$ cat src/lctrc_pkg.sv
// Package: register map, field layout and loss thresholds of the tuning bank
package lctrc_pkg;

   // Register indices (word aligned, so byte address = 4*index)
   localparam logic [5:0] REG_CLK_MUTE_IDX  = 6'h11;
   localparam logic [5:0] REG_RX_TUNE_IDX   = 6'h12;
   localparam logic [7:0] ADDR_CLK_MUTE     = {REG_CLK_MUTE_IDX, 2'b00};
   localparam logic [7:0] ADDR_RX_TUNE      = {REG_RX_TUNE_IDX, 2'b00};

   // Reset values of both registers
   localparam logic [7:0] RST_CLK_MUTE      = 8'h00;
   localparam logic [7:0] RST_RX_TUNE       = 8'h00;

   // Field positions, clock / mute / loss / test register
   localparam int POS_TEST_FLOAT = 0;
   localparam int POS_EXLOSS     = 1;
   localparam int POS_MUTE       = 2;
   localparam int POS_RATE       = 3;
   // Field positions, receive tuning register
   localparam int POS_EQ_GAIN    = 0;
   localparam int POS_SLICER     = 2;

   // Consecutive-zero thresholds before loss of signal is declared
   localparam logic [12:0] LOS_ZEROS_EXT = 13'h1000;         // 4096 bits
   localparam logic [12:0] LOS_ZEROS_T1  = 13'(175 + 75);    // T1/J1
   localparam logic [12:0] LOS_ZEROS_E1  = 13'h0020;         // 32 bits

   // Clock / mute / loss / test register layout
   typedef struct packed {
      logic       reserved_top;                 // Plain storage bit
      logic [2:0] clock_source_sel;             // Stored, steers nothing here
      logic       master_clock_rate_select;     // 0 = E1, 1 = T1/J1
      logic       receive_output_mute;          // Force receive data low
      logic       extended_loss_threshold;      // 4096-zero loss detection
      logic       in_circuit_tristate;          // Float every output pin
   } lctrc_clk_mute_s;

   // Receive tuning register layout
   typedef struct packed {
      logic [1:0] wire_size_sel;                // Stored only
      logic       transmit_on_pin_override;     // Stored only
      logic       termination_pin_override;     // Stored only
      logic       slicer_level_hi;
      logic       slicer_level_lo;
      logic       equalizer_gain_hi;
      logic       equalizer_gain_lo;
   } lctrc_rx_tune_s;

endpackage : lctrc_pkg

$ cat src/lctrc_top.sv
// Module: host control bank for clock rate, receive mute, loss and tuning
`timescale 1ns/1ps

module lctrc_top
   import lctrc_pkg::*;
(
   input  wire logic        clk,             // 40 MHz system clock
   input  wire logic        nrst,            // Asynchronous reset, active low
   // APB slave
   input  wire logic        psel,
   input  wire logic        penable,
   input  wire logic        pwrite,
   input  wire logic [7:0]  paddr,
   input  wire logic [31:0] pwdata,
   output logic      [31:0] prdata,
   output logic             pready,
   output logic             pslverr,
   // Receive path from the slicer / decoder, same clock
   input  wire logic        rx_bit_valid,     // One received bit this cycle
   input  wire logic        rx_pos_in,        // Positive data from decoder
   input  wire logic        rx_neg_in,        // Negative data / violation
   input  wire logic        rx_clk_in,        // Recovered clock level
   // Test pin from the board, active low, asynchronous
   input  wire logic        test_pin_n,
   // Device output pins and their shared enable
   output logic             receive_positive_data_out,
   output logic             receive_negative_data_violation_out,
   output logic             receive_clock_out,
   output logic             receive_loss_of_signal,
   output logic             pins_oe_n,        // Low while pins are driven
   // Analog trims
   output logic             synth_t1_rate,    // 1 = T1/J1 master clock
   output logic             slicer_thr_down,  // Threshold lowered 5%
   output logic             slicer_thr_up,    // Threshold raised 5%
   output logic             eq_cut_1db,       // Equalizer gain minus 1 dB
   output logic             eq_cut_3db        // Equalizer gain minus 3 dB
);

   lctrc_clk_mute_s clk_mute;                 // Register at index 0x11
   lctrc_rx_tune_s  rx_tune;                  // Register at index 0x12
   logic            access;                   // APB access phase seen
   logic            hit_clk_mute;             // Address decode
   logic            hit_rx_tune;
   logic            tpin_s1;                  // Test pin synchroniser
   logic            tpin_s2;
   logic            tpin_s3;
   logic            test_pin_low;             // Filtered test pin level
   logic            tristate;                 // Either test source active
   logic [12:0]     zero_run;                 // Consecutive zero count
   logic [12:0]     los_limit;                // Active loss threshold
   logic [12:0]     next_zero_run;
   logic            rx_one;                   // Mark seen on either rail

   assign access       = psel & penable;
   assign hit_clk_mute = (paddr == ADDR_CLK_MUTE);
   assign hit_rx_tune  = (paddr == ADDR_RX_TUNE);
   assign rx_one       = rx_pos_in | rx_neg_in;
   assign tristate     = clk_mute.in_circuit_tristate | test_pin_low;

   // Wait one cycle in access, then answer; keeps prdata a flop output
   always_ff @(posedge clk or negedge nrst) begin
      if (!nrst) begin
         pready  <= 1'b0;
         pslverr <= 1'b0;
         prdata  <= 32'h0000_0000;
      end else if (access && !pready) begin
         pready  <= 1'b1;
         pslverr <= !(hit_clk_mute || hit_rx_tune);
         // Unmapped reads return zero, bits above 7 read zero
         if (hit_clk_mute) begin
            prdata <= {24'h00_0000, clk_mute};
         end else if (hit_rx_tune) begin
            prdata <= {24'h00_0000, rx_tune};
         end else begin
            prdata <= 32'h0000_0000;
         end
      end else begin
         pready  <= 1'b0;
         pslverr <= 1'b0;
      end
   end

   // Register writes land only at the edge that completes the transfer
   always_ff @(posedge clk or negedge nrst) begin
      if (!nrst) begin
         clk_mute <= RST_CLK_MUTE;
         rx_tune  <= RST_RX_TUNE;
      end else if (access && pready && pwrite) begin
         if (hit_clk_mute) begin
            clk_mute <= pwdata[7:0];
         end
         if (hit_rx_tune) begin
            rx_tune <= pwdata[7:0];
         end
      end
   end

   // Test pin: three stages; level changes once stages two and three agree
   always_ff @(posedge clk or negedge nrst) begin
      if (!nrst) begin
         tpin_s1      <= 1'b1;
         tpin_s2      <= 1'b1;
         tpin_s3      <= 1'b1;
         test_pin_low <= 1'b0;
      end else begin
         tpin_s1 <= test_pin_n;
         tpin_s2 <= tpin_s1;
         tpin_s3 <= tpin_s2;
         // Disagreement means the pin is still settling; hold the level
         if (tpin_s2 == tpin_s3) begin
            test_pin_low <= !tpin_s3;
         end
      end
   end

   // Threshold follows the extended bit first, then the line rate
   always_comb begin
      if (clk_mute.extended_loss_threshold) begin
         los_limit = LOS_ZEROS_EXT;
      end else if (clk_mute.master_clock_rate_select) begin
         los_limit = LOS_ZEROS_T1;
      end else begin
         los_limit = LOS_ZEROS_E1;
      end
   end

   // Zero run saturates at the largest threshold so it never wraps
   always_comb begin
      next_zero_run = zero_run;
      if (rx_bit_valid) begin
         if (rx_one) begin
            next_zero_run = 13'h0000;
         end else if (zero_run != LOS_ZEROS_EXT) begin
            next_zero_run = zero_run + 13'h0001;
         end
      end
   end

   // Loss is declared on the threshold and cleared by the next mark;
   // the percentage-of-ones release is left to the analog detector
   always_ff @(posedge clk or negedge nrst) begin
      if (!nrst) begin
         zero_run               <= 13'h0000;
         receive_loss_of_signal <= 1'b0;
      end else begin
         zero_run <= next_zero_run;
         if (rx_bit_valid && rx_one) begin
            receive_loss_of_signal <= 1'b0;
         end else if (next_zero_run >= los_limit) begin
            receive_loss_of_signal <= 1'b1;
         end
      end
   end

   // Receive data pins; mute gates data, never the clock
   always_ff @(posedge clk or negedge nrst) begin
      if (!nrst) begin
         receive_positive_data_out           <= 1'b0;
         receive_negative_data_violation_out <= 1'b0;
         receive_clock_out                   <= 1'b0;
      end else begin
         receive_positive_data_out <=
            rx_pos_in & !clk_mute.receive_output_mute;
         receive_negative_data_violation_out <=
            rx_neg_in & !clk_mute.receive_output_mute;
         receive_clock_out <= rx_clk_in;
      end
   end

   // Pin enable and trims, one flop each
   always_ff @(posedge clk or negedge nrst) begin
      if (!nrst) begin
         pins_oe_n       <= 1'b0;
         synth_t1_rate   <= 1'b0;
         slicer_thr_down <= 1'b0;
         slicer_thr_up   <= 1'b0;
         eq_cut_1db      <= 1'b0;
         eq_cut_3db      <= 1'b0;
      end else begin
         pins_oe_n     <= tristate;
         synth_t1_rate <= clk_mute.master_clock_rate_select;
         // Codes 00 and 11 both leave the trims at normal
         slicer_thr_down <= !rx_tune.slicer_level_hi
                            & rx_tune.slicer_level_lo;
         slicer_thr_up   <= rx_tune.slicer_level_hi
                            & !rx_tune.slicer_level_lo;
         eq_cut_1db      <= !rx_tune.equalizer_gain_hi
                            & rx_tune.equalizer_gain_lo;
         eq_cut_3db      <= rx_tune.equalizer_gain_hi
                            & !rx_tune.equalizer_gain_lo;
      end
   end

   // Checks kept next to the logic they guard
   rate_follows_a: assert property (@(posedge clk) disable iff (!nrst)
      ##1 synth_t1_rate == $past(clk_mute.master_clock_rate_select))
      else $error("synth rate does not follow rate bit");

   mute_data_low_a: assert property (@(posedge clk) disable iff (!nrst)
      $past(clk_mute.receive_output_mute) |->
      !receive_positive_data_out && !receive_negative_data_violation_out)
      else $error("receive data not muted");

   clock_unmuted_a: assert property (@(posedge clk) disable iff (!nrst)
      ##1 receive_clock_out == $past(rx_clk_in))
      else $error("receive clock disturbed");

   ext_loss_limit_a: assert property (@(posedge clk) disable iff (!nrst)
      $rose(receive_loss_of_signal) && $past(clk_mute.extended_loss_threshold)
      |-> zero_run >= LOS_ZEROS_EXT)
      else $error("extended loss declared early");

   norm_loss_limit_a: assert property (@(posedge clk) disable iff (!nrst)
      $rose(receive_loss_of_signal) && !$past(clk_mute.extended_loss_threshold)
      |-> zero_run >= (($past(clk_mute.master_clock_rate_select))
                       ? LOS_ZEROS_T1 : LOS_ZEROS_E1))
      else $error("normal loss declared early");

   test_float_a: assert property (@(posedge clk) disable iff (!nrst)
      $past(clk_mute.in_circuit_tristate) |-> pins_oe_n)
      else $error("pins driven in test mode");

   test_pin_a: assert property (@(posedge clk) disable iff (!nrst)
      !tpin_s2 && !tpin_s3 ##1 1'b1 ##1 1'b1 |-> pins_oe_n)
      else $error("test pin ignored");

   slicer_code_a: assert property (@(posedge clk) disable iff (!nrst)
      ##1 !(slicer_thr_down && slicer_thr_up) &&
      (slicer_thr_up == ($past(rx_tune.slicer_level_hi) &&
                         !$past(rx_tune.slicer_level_lo))))
      else $error("slicer decode wrong");

   gain_code_a: assert property (@(posedge clk) disable iff (!nrst)
      ##1 eq_cut_1db == (!$past(rx_tune.equalizer_gain_hi) &&
                         $past(rx_tune.equalizer_gain_lo)))
      else $error("gain decode wrong");

   write_back_a: assert property (@(posedge clk) disable iff (!nrst)
      access && pready && pwrite && hit_rx_tune |=>
      rx_tune == $past(pwdata[7:0]))
      else $error("written value not held");

endmodule : lctrc_top

$ cat config.mk
export PLATFORM = sky130hd
export DESIGN_NAME = lctrc_top
export DESIGN_NICKNAME = d
export VERILOG_FILES = /design/src/lctrc_pkg.sv /design/src/lctrc_top.sv
export SDC_FILE = /design/constraint.sdc
export NUM_CORES = 1
export LEC_CHECK = 0
export BUFFER_PORTS_ARGS = -buffer_cell sky130_fd_sc_hd__buf_2
export CAP_MARGIN = 20
export CORE_UTILIZATION = 55
export CTS_BUF_LIST = sky130_fd_sc_hd__clkbuf_2
export CTS_CLUSTER_DIAMETER = 100
export DETAILED_ROUTE_END_ITERATION = 12
export GPL_TIMING_DRIVEN = 1
export PLACE_DENSITY = 0.95
export SLEW_MARGIN = 20
export SYNTH_ARGS = -nofsm -noshare
export SYNTH_HDL_FRONTEND = slang
export SYNTH_SLANG_ARGS = --single-unit
$ cat constraint.sdc
create_clock -name clk -period 5.9 [get_ports clk]
set_clock_uncertainty 0.2 [all_clocks]
set_input_delay 0.295 -clock clk [delete_from_list [all_inputs] [get_ports clk]]
set_output_delay 0.295 -clock clk [all_outputs]
set_load 0.05 [all_outputs]
==> parameters.txt, run 1 <==
Parameter                              Value

Timing
  Final period demand of the worst path ... 3.107 ns
  Hold violation count in the final report ... 0
  Unrepaired setup endpoints after global routing ... false
  Final-report max-slew violation count ... 0
  Max-Slew Margin vs Limit ... 0.5971
  Transition time of the tightest slew-check pin ... 0.6021 ns
  Portion of the clock cycle consumed by the worst path in the final layout ... 0.5266
  Setup-violating endpoint count in the final report ... 0
  Sum Neg Setup Slack ... 0 ns
  Highest clock rate ... 0.3219 GHz

Drt
  Initial DRC Count ... 92
  Vias after detailed routing ... 1995
  Drc violations ... 4
  Vias per cell ... 5.588
  Total routed wirelength ... 5.371 mm
  Number of nets still failing antenna checks after routing ... 0
  Routed wire length per instance ... 15.04 µm
  Length of the first detailed-routing pass in iterations ... 9

Worst setup path
  Endpoint class of the critical path ... flip-flop
  Kind of critical path ... flip-flop to flip-flop
  WP data arrival ... 3.29 ns
  Max FO, Critical Path ... 7
  Register-to-Register Setup Slack ... 2.79 ns
  Required time of the critical path ... 6.08 ns
  CP Launch Type ... flip-flop

CTS
  Clk sink count ... 53
  Clock slew seen by the registers of the worst setup and hold paths ... 0.25 ns
  CTS tree ... yes
  CTS root buffer ... clkbuf_2
  Number of gates resized after CTS ... 0
  Maximum clock insertion buffer count ... 2
  Total number of H-tree levels ... 2
  Clock Latency Late Sink ... 0.45 ns
  TritonCTS Buffers ... 5

Place
  Port Buffer Count ... 45
  Post-DP HPWL ... 3.793 mm
  Final weighted congestion of routability-driven global placement ... 0.9188

Global route
  Overflow left after global routing ... 0
  Wire length of the first global-routing pass ... 8.935 mm
  Pin count of the biggest net entering global routing ... 44
  Met1 demand-to-capacity share in global routing ... 0.2932
  Met2 routing resource usage after global routing ... 0.3873
  Layer with the highest usage after global routing ... met2
  Met3 capacity usage during global routing ... 0.03094
  Via count of the first global-routing pass ... 1928
  Initial antenna violation count ... 0
  Gr usage total ... 0.2260

Floorplan
  Cell Rows ... 24
  Initial Util ... 0.5900
  Floorplan core area ... 0.004474 mm²
  Die Width ... 71.28 µm
  Die outline area ... 0.005081 mm²
  Top-level I/O count ... 94
  Vert. Die Dim ... 71.28 µm

Finish
  Diode count ... 0
  Area added between synthesis and finish ... 15.55%
  Register area ... 0.001330 mm²
  Count of nets after finishing ... 363
  Area of the multi-input gates ... 0.001162 mm²
  Layout filler cell count ... 301
  Share of cells above drive strength 1 ... 0.2689

Synthesis
  Area share of the leading cell type in the synthesized netlist ... 0.4739
  Warning count from the yosys run ... 0
  Ranking of synthesized cells by area ... dfrtp_1, buf_4, mux2_2
  Leading cell types by count after synthesis ... dfrtp_1, buf_4, mux2_2, nand2_1, nor2_1
  Synth async-reset ratio ... 1.000
  Summed instance area of the synthesized netlist ... 0.002640 mm²
  Most used flip-flop cell after synthesis ... dfrtp_1
  Gate count after technology mapping ... 240
  Number of enable flip-flop cells after synthesis ... 0
  Number of distinct library cell variants in the gate-level netlist after synthesis ... 41
  Post-synthesis average cell area ... 11.00 µm²
  Fraction of the yosys area taken by sequential cells ... 0.5038
  Seq cells post-synth ... 53
  Most frequently used cell type in the post-synthesis netlist ... dfrtp_1
  Library cell with the largest summed area after synthesis ... dfrtp_1

Power and ir drop
  Ratio of total power to cell area ... 215.1 mW/mm²
  Total design power ... 0.0006562 W
  Peak supply drop ... 0.0001835 V
  Leakage power ... 1.594 nW

Outcome
  Status ... finished, violations left
  Violated checks ... DRC

Flow run
  Count of maximum capacitance violations ... 0

Hold path
  Hold crit path type ... input port to flip-flop
cell usage in the layout (no fill, tap or decap), types with 5 or more instances in the layout:
cell	Yosys	routed
nand2_1	16	16
mux2_2	16	16
buf_2	1	45
dlygate4sd3_1	0	15
nor2_1	15	15
nand3_1	6	6
clkbuf_2	0	5
inv_1	11	11
nor2b_1	7	7
o21ai_0	14	14
a22oi_1	8	8
conb_1	1	24
ha_1	9	9
dfrtp_1	50	50
state kept, by name, indices dropped and copies added (netlist names), 8 cells and up:
signal / cells
zero_run: 13
clk_mute: 8
prdata: 8
rx_tune: 8
metrics by stage:
stage / instances / hold WS, ns / setup slack, ns / utilization / instance area (µm²)
floorplan: 263 / -0.2006 / 3.163 / - / 2726
global placement: 334 / -0.03156 / 2.937 / 0.6328 / 2831
detailed placement: 334 / -0.02911 / 2.840 / 0.6328 / 2831
CTS: 357 / 0.01589 / 2.774 / 0.6818 / 3050
global route: 357 / 0.008890 / 2.516 / 0.6818 / 3050
finish: 357 / 0.02083 / 2.793 / 0.6818 / 3050
cell families after synthesis:
logic type	Yosys count	synth area share
multiplexers	16	0.06825
AO/OA/AOI/OAI	43	0.1066
other	1	0.001420
AND/OR/NAND/NOR	72	0.1621
XOR/XNOR	8	0.02654
flip-flops	53	0.5038
buffers and inverters	38	0.08862
adder cells (fa/ha/maj)	9	0.04265
where the power goes:
part | switching [W] | leakage, nW | internal, W
sequential | 0.00000416 | 0.715 | 0.000371
clock | 0.000114 | 0.0433 | 0.0000726
combinational | 0.0000703 | 0.836 | 0.0000237
total | 0.000189 | 1.59 | 0.000467
cell type report:
type                       count  share of cell area
clock buffer                   5            0.008203
clock inverter                 3             0.01436
inverter                      11             0.01354
multi-input combinational    172              0.3810
sequential                    53              0.4360
tap                           52             0.02133
timing repair buffer          61              0.1255
metal layers:
layer / routed length [µm] / part of all wire
met1: 2271 / 0.42
met2: 2724 / 0.51
met3: 285 / 0.053
met4: 90 / 0.017
met5: 0 / 0
timing repair:
action,4_1_cts,5_1_grt
hold endpoints to repair,70,0
hold buffers,15,0
buffers inserted,0,0
final timing paths:
check,endpoint,start,cells after the start
setup / recovery,receive_loss_of_signal,zero_run[0],13
hold / removal,pslverr,paddr[2],3
setup reg to reg,receive_loss_of_signal,zero_run[0],13
hold reg to reg,tpin_s2,tpin_s1,0
max in group asynchronous,zero_run[12],nrst,4
min in group asynchronous,zero_run[9],nrst,3
worst max-delay path, stage by stage, from the launching register on:
cell	delay, ns
dfrtp_1	0.51
inv_1	0.14
ha_1	0.15
nor4b_1	0.30
nand3_1	0.24
a21oi_1	0.19
a31oi_1	0.05
or2_2	0.30
ha_1	0.28
o2111ai_1	0.09
a311oi_1	0.22
a22o_1	0.17
nand2_1	0.05
a31oi_1	0.17
Note: power is estimated with default switching activity, not from simulation.
==> run 2, diff against run 1 <==
ABC_AREA = 1   (was unset)
CORE_UTILIZATION = 52   (was 55)
PLACE_DENSITY = 0.92   (was 0.95)
clock period = 3.13 ns   (was 5.9 ns; I/O delays follow)
==> parameters.txt, run 2 <==
Parameter                              Value

Power and ir drop
  Peak supply drop ... 0.0003404 V
  Total design power ... 0.001480 W
  Power share of the sequential group ... 0.502
  Leakage power ... 1.716 nW
  Clock Power Share ... 0.261
  Internal portion of total power ... 0.0009605 W
  Switch share ... 0.3512
  Part of the total power dissipated in combinational logic ... 0.237
  Switch Pwr ... 0.0005200 W
  Ratio of total power to cell area ... 440.7 mW/mm²

Outcome
  Status ... finished, violations left
  Violated checks ... hold timing

Worst setup path
  WP data arrival ... 3.22 ns
  Critical path's most frequent cell ... dlygate4sd3_1
  Delay of the slowest critical-path stage ... 0.62 ns
  Slowest-stage cell, CP ... dlygate4sd3_1
  Kind of critical path ... input port to flip-flop
  Family of cells with the greatest summed delay on the critical path ... buffers and inverters
  Max FO, Critical Path ... 7
  Required time of the critical path ... 3.35 ns
  Crit path buffers/inverters ... 6
  CP Launch Type ... input port
  Critical-path cell list ... dlygate4sd3_1, buf_2, nor4_2, dlygate4sd3_1, nand2_1, dlygate4sd3_1, inv_2, nand2_1, a31oi_1, dlygate4sd3_1
  Endpoint class of the critical path ... flip-flop

Global route
  Wire length of the first global-routing pass ... 10.06 mm
  Overflow left after global routing ... 0
  Via count of the first global-routing pass ... 2264
  Initial antenna violation count ... 0
  Gr usage total ... 0.2369
  Pin count of the biggest net entering global routing ... 32

Finish
  Register name with the most flops ... zero_run
  Area of the multi-input gates ... 0.001219 mm²
  Top library cells by usage in the layout, fill and taps aside ... nand2_1, dfrtp_1, buf_2
  Layout filler cell count ... 417
  Diode count ... 0
  Most common cell after layout, fill and taps aside ... nand2_1
  Register area ... 0.001330 mm²
  Area added between synthesis and finish ... 18.65%
  Share of cells above drive strength 1 ... 0.2220
  Count of nets after finishing ... 468
  Max FFs per register ... 13

Place
  Post-DP HPWL ... 4.415 mm
  Final weighted congestion of routability-driven global placement ... 0.9478
  Port Buffer Count ... 45

Floorplan
  Floorplan core area ... 0.005172 mm²
  Die Width ... 75.79 µm
  Cell Rows ... 26
  Initial Util ... 0.5474
  Die outline area ... 0.005744 mm²
  Vert. Die Dim ... 75.79 µm
  Top-level I/O count ... 94

Drt
  Routed wire length per instance ... 13.35 µm
  Length of the first detailed-routing pass in iterations ... 4
  Number of nets still failing antenna checks after routing ... 0
  Vias after detailed routing ... 2422
  Drc violations ... 0
  Initial DRC Count ... 102
  Total routed wirelength ... 6.410 mm
  Vias per cell ... 5.046

Synthesis
  Fraction of the yosys area taken by sequential cells ... 0.4697
  Area share of the leading cell type in the synthesized netlist ... 0.4419
  Ranking of synthesized cells by area ... dfrtp_1, nand2_1, buf_4
  Synth async-reset ratio ... 1.000
  Warning count from the yosys run ... 0
  Gate count after technology mapping ... 336
  Number of enable flip-flop cells after synthesis ... 0
  Most used flip-flop cell after synthesis ... dfrtp_1
  Library cell with the largest summed area after synthesis ... dfrtp_1
  Leading cell types by count after synthesis ... nand2_1, dfrtp_1, inv_1
  Seq cells post-synth ... 53
  Most frequently used cell type in the post-synthesis netlist ... nand2_1
  Summed instance area of the synthesized netlist ... 0.002831 mm²
  Number of distinct library cell variants in the gate-level netlist after synthesis ... 36
  Post-synthesis average cell area ... 8.427 µm²

Timing
  Hold violation count in the final report ... 4
  Max-Slew Margin vs Limit ... 0.5374
  Final period demand of the worst path ... 2.998 ns
  Setup-violating endpoint count in the final report ... 0
  Transition time of the tightest slew-check pin ... 0.6939 ns
  Portion of the clock cycle consumed by the worst path in the final layout ... 0.9578
  Highest clock rate ... 0.3336 GHz
  Final-report max-slew violation count ... 0
  Hold Worst Slack ... -0.005442 ns
  Unrepaired setup endpoints after global routing ... false
  Sum Neg Setup Slack ... 0 ns

CTS
  TritonCTS Buffers ... 5
  Total number of H-tree levels ... 2
  CTS tree ... yes
  Setup Fix Bufs, Post-CTS ... 0
  Maximum clock insertion buffer count ... 2
  Number of gates resized after CTS ... 0
  Clock slew seen by the registers of the worst setup and hold paths ... 0.30 ns
  Clock Latency Late Sink ... 0.47 ns
  CTS root buffer ... clkbuf_2
  Clk sink count ... 53
  Hold-fix buffers, CTS ... 25

Hold path
  Hold crit path type ... input port to async pin

Flow run
  Count of maximum capacitance violations ... 0
run 2: cell types whose count changed in the layout (fill, tap and decap cells not counted), moves of 9 or more:
cell / before / now
nand2_1: 16 / 76
mux2_2: 16 / 0
o21ai_1: 0 / 17
o21ai_0: 14 / 5
nor2_1: 15 / 33
dlygate4sd3_1: 15 / 25
inv_1: 11 / 35
run 2: stage by stage:
| step | util | instances | area, µm² | hold slack, ns | setup WS [ns] |
|---|---|---|---|---|---|
| floorplan | - | 359 | 2918 | -0.3391 | 0.5375 |
| global placement | 0.5866 | 447 | 3034 | 0.03704 | 0.4632 |
| detailed placement | 0.5866 | 447 | 3034 | 0.04167 | 0.3155 |
| CTS | 0.6495 | 480 | 3359 | 0.01295 | 0.1940 |
| global route | 0.6495 | 480 | 3359 | 0.06696 | 0.009761 |
| finish | 0.6495 | 480 | 3359 | -0.005442 | 0.1322 |
run 2: power groups by stage:
| stage | logic [W] | clock network (W) | registers (W) |
|---|---|---|---|
| after global routing | 0.000378 | 0.000411 | 0.000748 |
| after global placement | 0.000317 | 0 | 0.000752 |
| after floorplan | 0.000185 | 0 | 0.000834 |
| after CTS | 0.000349 | 0.000384 | 0.000743 |
| final | 0.000350 | 0.000387 | 0.000743 |
| after detailed placement | 0.000323 | 0 | 0.000753 |
run 2: layout make-up:
| cell class | count | area share |
|---|---|---|
| inverters | 42 | 0.04693 |
| multi-input cells | 235 | 0.3628 |
| flip-flops and latches | 53 | 0.3959 |
| clock inverters | 3 | 0.01490 |
| repair buffers | 72 | 0.1460 |
| well taps | 70 | 0.02607 |
| clock buffers | 5 | 0.007449 |
run 2: worst paths after layout:
kind                       startpoint     endpoint  slack [ns]  cells past startpoint
max reg2reg                    pready    prdata[2]        0.22                      5
max                          paddr[7]    prdata[2]        0.13                     10
min reg2reg                   tpin_s1      tpin_s2        0.18                      0
max in group asynchronous        nrst      tpin_s2        1.91                      3
min in group clk             paddr[3]    prdata[1]        0.03                      6
min                              nrst  zero_run[0]      -0.005                      2
run 2: cell families after synthesis:
kind of cell / share of synthesized area
adders and majority gates: 0.03977
buffers and inverters: 0.1304
DFF: 0.4697
and+or+nand+nor: 0.2598
xor gates and xnor gates: 0.009281
AOI/OAI and AO/OA: 0.08971
other: 0.001324
run 2: metal layers:
metal,vias up,share of wire,global-route usage
li1,1170,-,-
met1,1176,0.40,0.2878
met2,65,0.55,0.4307
met3,11,0.032,0.03439
met4,0,0.014,0.07819
met5,-,0,0
==> run 3, diff against run 2 <==
CELL_PAD_IN_SITES_DETAIL_PLACEMENT = 0   (was unset)
CELL_PAD_IN_SITES_GLOBAL_PLACEMENT = 1   (was unset)
CORE_MARGIN = 2   (was unset)
CORE_UTILIZATION = 38   (was 52)
==> parameters.txt, run 3 (synthesis results as in run 2) <==
Parameter                              Value

Floorplan
  Top-level I/O count ... 94
  Die Width ... 90.32 µm
  Floorplan core area ... 0.007253 mm²
  Initial Util ... 0.3904
  Die outline area ... 0.008158 mm²
  Cell Rows ... 31
  Vert. Die Dim ... 90.32 µm

CTS
  Clock Latency Late Sink ... 0.44 ns
  Clk sink count ... 53
  TritonCTS Buffers ... 5
  Setup Fix Bufs, Post-CTS ... 0
  CTS tree ... yes
  Number of gates resized after CTS ... 0
  Clock slew seen by the registers of the worst setup and hold paths ... 0.27 ns
  Maximum clock insertion buffer count ... 2
  CTS root buffer ... clkbuf_2
  Hold-fix buffers, CTS ... 22
  Total number of H-tree levels ... 2

Worst setup path
  Endpoint class of the critical path ... flip-flop
  Required time of the critical path ... 3.33 ns
  Kind of critical path ... flip-flop to flip-flop
  Critical-path cell list ... inv_1, ha_1, nand2_2, nor2_4, nand2_4, nand2_2, inv_2, nand4_1, nor2_1, a21oi_1, a21oi_1, ha_1, nand2_1, inv_1, nand4_1, nor2_1, nand2_1, nand3_1, nor2_2, a21oi_2
  Slowest-stage cell, CP ... dfrtp_1
  Max FO, Critical Path ... 7
  Delay of the slowest critical-path stage ... 0.44 ns
  WP data arrival ... 2.99 ns
  CP Launch Type ... flip-flop

Hold path
  Hold crit path type ... input port to flip-flop

Place
  Final weighted congestion of routability-driven global placement ... 0.8614
  Port Buffer Count ... 45
  Pre-CTS setup slack ... 0.3447 ns
  Post-DP HPWL ... 4.372 mm

Timing
  Transition time of the tightest slew-check pin ... 0.7530 ns
  Final-report max-slew violation count ... 0
  Sum Neg Setup Slack ... 0 ns
  Hold violation count in the final report ... 0
  Setup-violating endpoint count in the final report ... 0
  Minimum setup slack in the final design ... 0.3361 ns
  Unrepaired setup endpoints after global routing ... false
  Portion of the clock cycle consumed by the worst path in the final layout ... 0.8926
  Highest clock rate ... 0.3579 GHz
  Max-Slew Margin vs Limit ... 0.4980
  Final period demand of the worst path ... 2.794 ns

Drt
  Vias after detailed routing ... 2335
  Total routed wirelength ... 6.164 mm
  Drc violations ... 0
  Routed wire length per instance ... 12.09 µm
  Length of the first detailed-routing pass in iterations ... 4
  Number of nets still failing antenna checks after routing ... 0
  Initial DRC Count ... 82
  Vias per cell ... 4.578

Finish
  Share of cells above drive strength 1 ... 0.2263
  Most common cell after layout, fill and taps aside ... nand2_1
  Area added between synthesis and finish ... 19.05%
  Top library cells by usage in the layout, fill and taps aside ... nand2_1, dfrtp_1, buf_2
  Register name with the most flops ... zero_run
  Max FFs per register ... 13
  Count of nets after finishing ... 469
  Diode count ... 0

Power and ir drop
  Ratio of total power to cell area ... 404.4 mW/mm²
  Leakage power ... 1.703 nW
  Peak supply drop ... 0.0002249 V

Global route
  Met1 demand-to-capacity share in global routing ... 0.1955
  Met3 capacity usage during global routing ... 0.03255
  Gr usage total ... 0.1578
  Initial antenna violation count ... 0
  Pin count of the biggest net entering global routing ... 35
  Layer with the highest usage after global routing ... met2
  Met2 routing resource usage after global routing ... 0.2807
  Overflow left after global routing ... 0
  Wire length of the first global-routing pass ... 10.49 mm
  Via count of the first global-routing pass ... 2294

Flow run
  Count of maximum capacitance violations ... 0

Outcome
  Status ... complete, no violations
run 3: critical path: cells and delay by family, from the launching register on:
family                     cells  cell delay [ns]
and+or+nand+nor               12             1.10
adders and majority gates      2             0.50
buffers and inverters          3             0.22
DFF                            1             0.44
AOI/OAI and AO/OA              3             0.30
run 3: power breakdown:
part,internal (W),leakage (nW),switching (W)
clock,0.0000575,0.0252,0.000216
sequential,0.000721,0.695,0.0000214
combinational,0.0000944,0.983,0.000253
run 3: metal layers:
layer,wire length (µm),share of wire
met5,0,0
met1,2724,0.44
met4,55,0.0089
met2,3188,0.52
met3,197,0.032
run 3: layout make-up:
type,count,area [µm²]
sequential,53,1330
multi-input combinational,235,1219
fill,716,3882
clock buffer,6,30.03
timing repair buffer,73,495.5
tap,99,123.9
clock inverter,2,15.01
inverter,42,157.7
run 3: worst paths after layout:
path	start	to	slack, ns	cells after the start
hold reg to reg	tpin_s1	tpin_s2	0.18	0
setup reg to reg	zero_run[0]	receive_loss_of_signal	0.34	20
max in group asynchronous	nrst	rx_tune[2]	1.99	3
hold / removal	pwrite	clk_mute[0]	0.06	5
setup / recovery	zero_run[0]	receive_loss_of_signal	0.34	20
min in group asynchronous	nrst	clk_mute[3]	0.09	2
run 3: per-stage QoR:
stage            util  hold WS, ns  instances  cell area [µm²]  total power [W]
2_1_floorplan       -      -0.3391        359             2918         0.001020
3_3_place_gp   0.4254      0.06101        478             3085         0.001075
3_5_place_dp   0.4254      0.06508        478             3085         0.001081
4_1_cts        0.4620     0.001662        508             3351         0.001370
5_1_grt        0.4647      0.04456        510             3371         0.001438
6_report       0.4647      0.06355        510             3371         0.001363
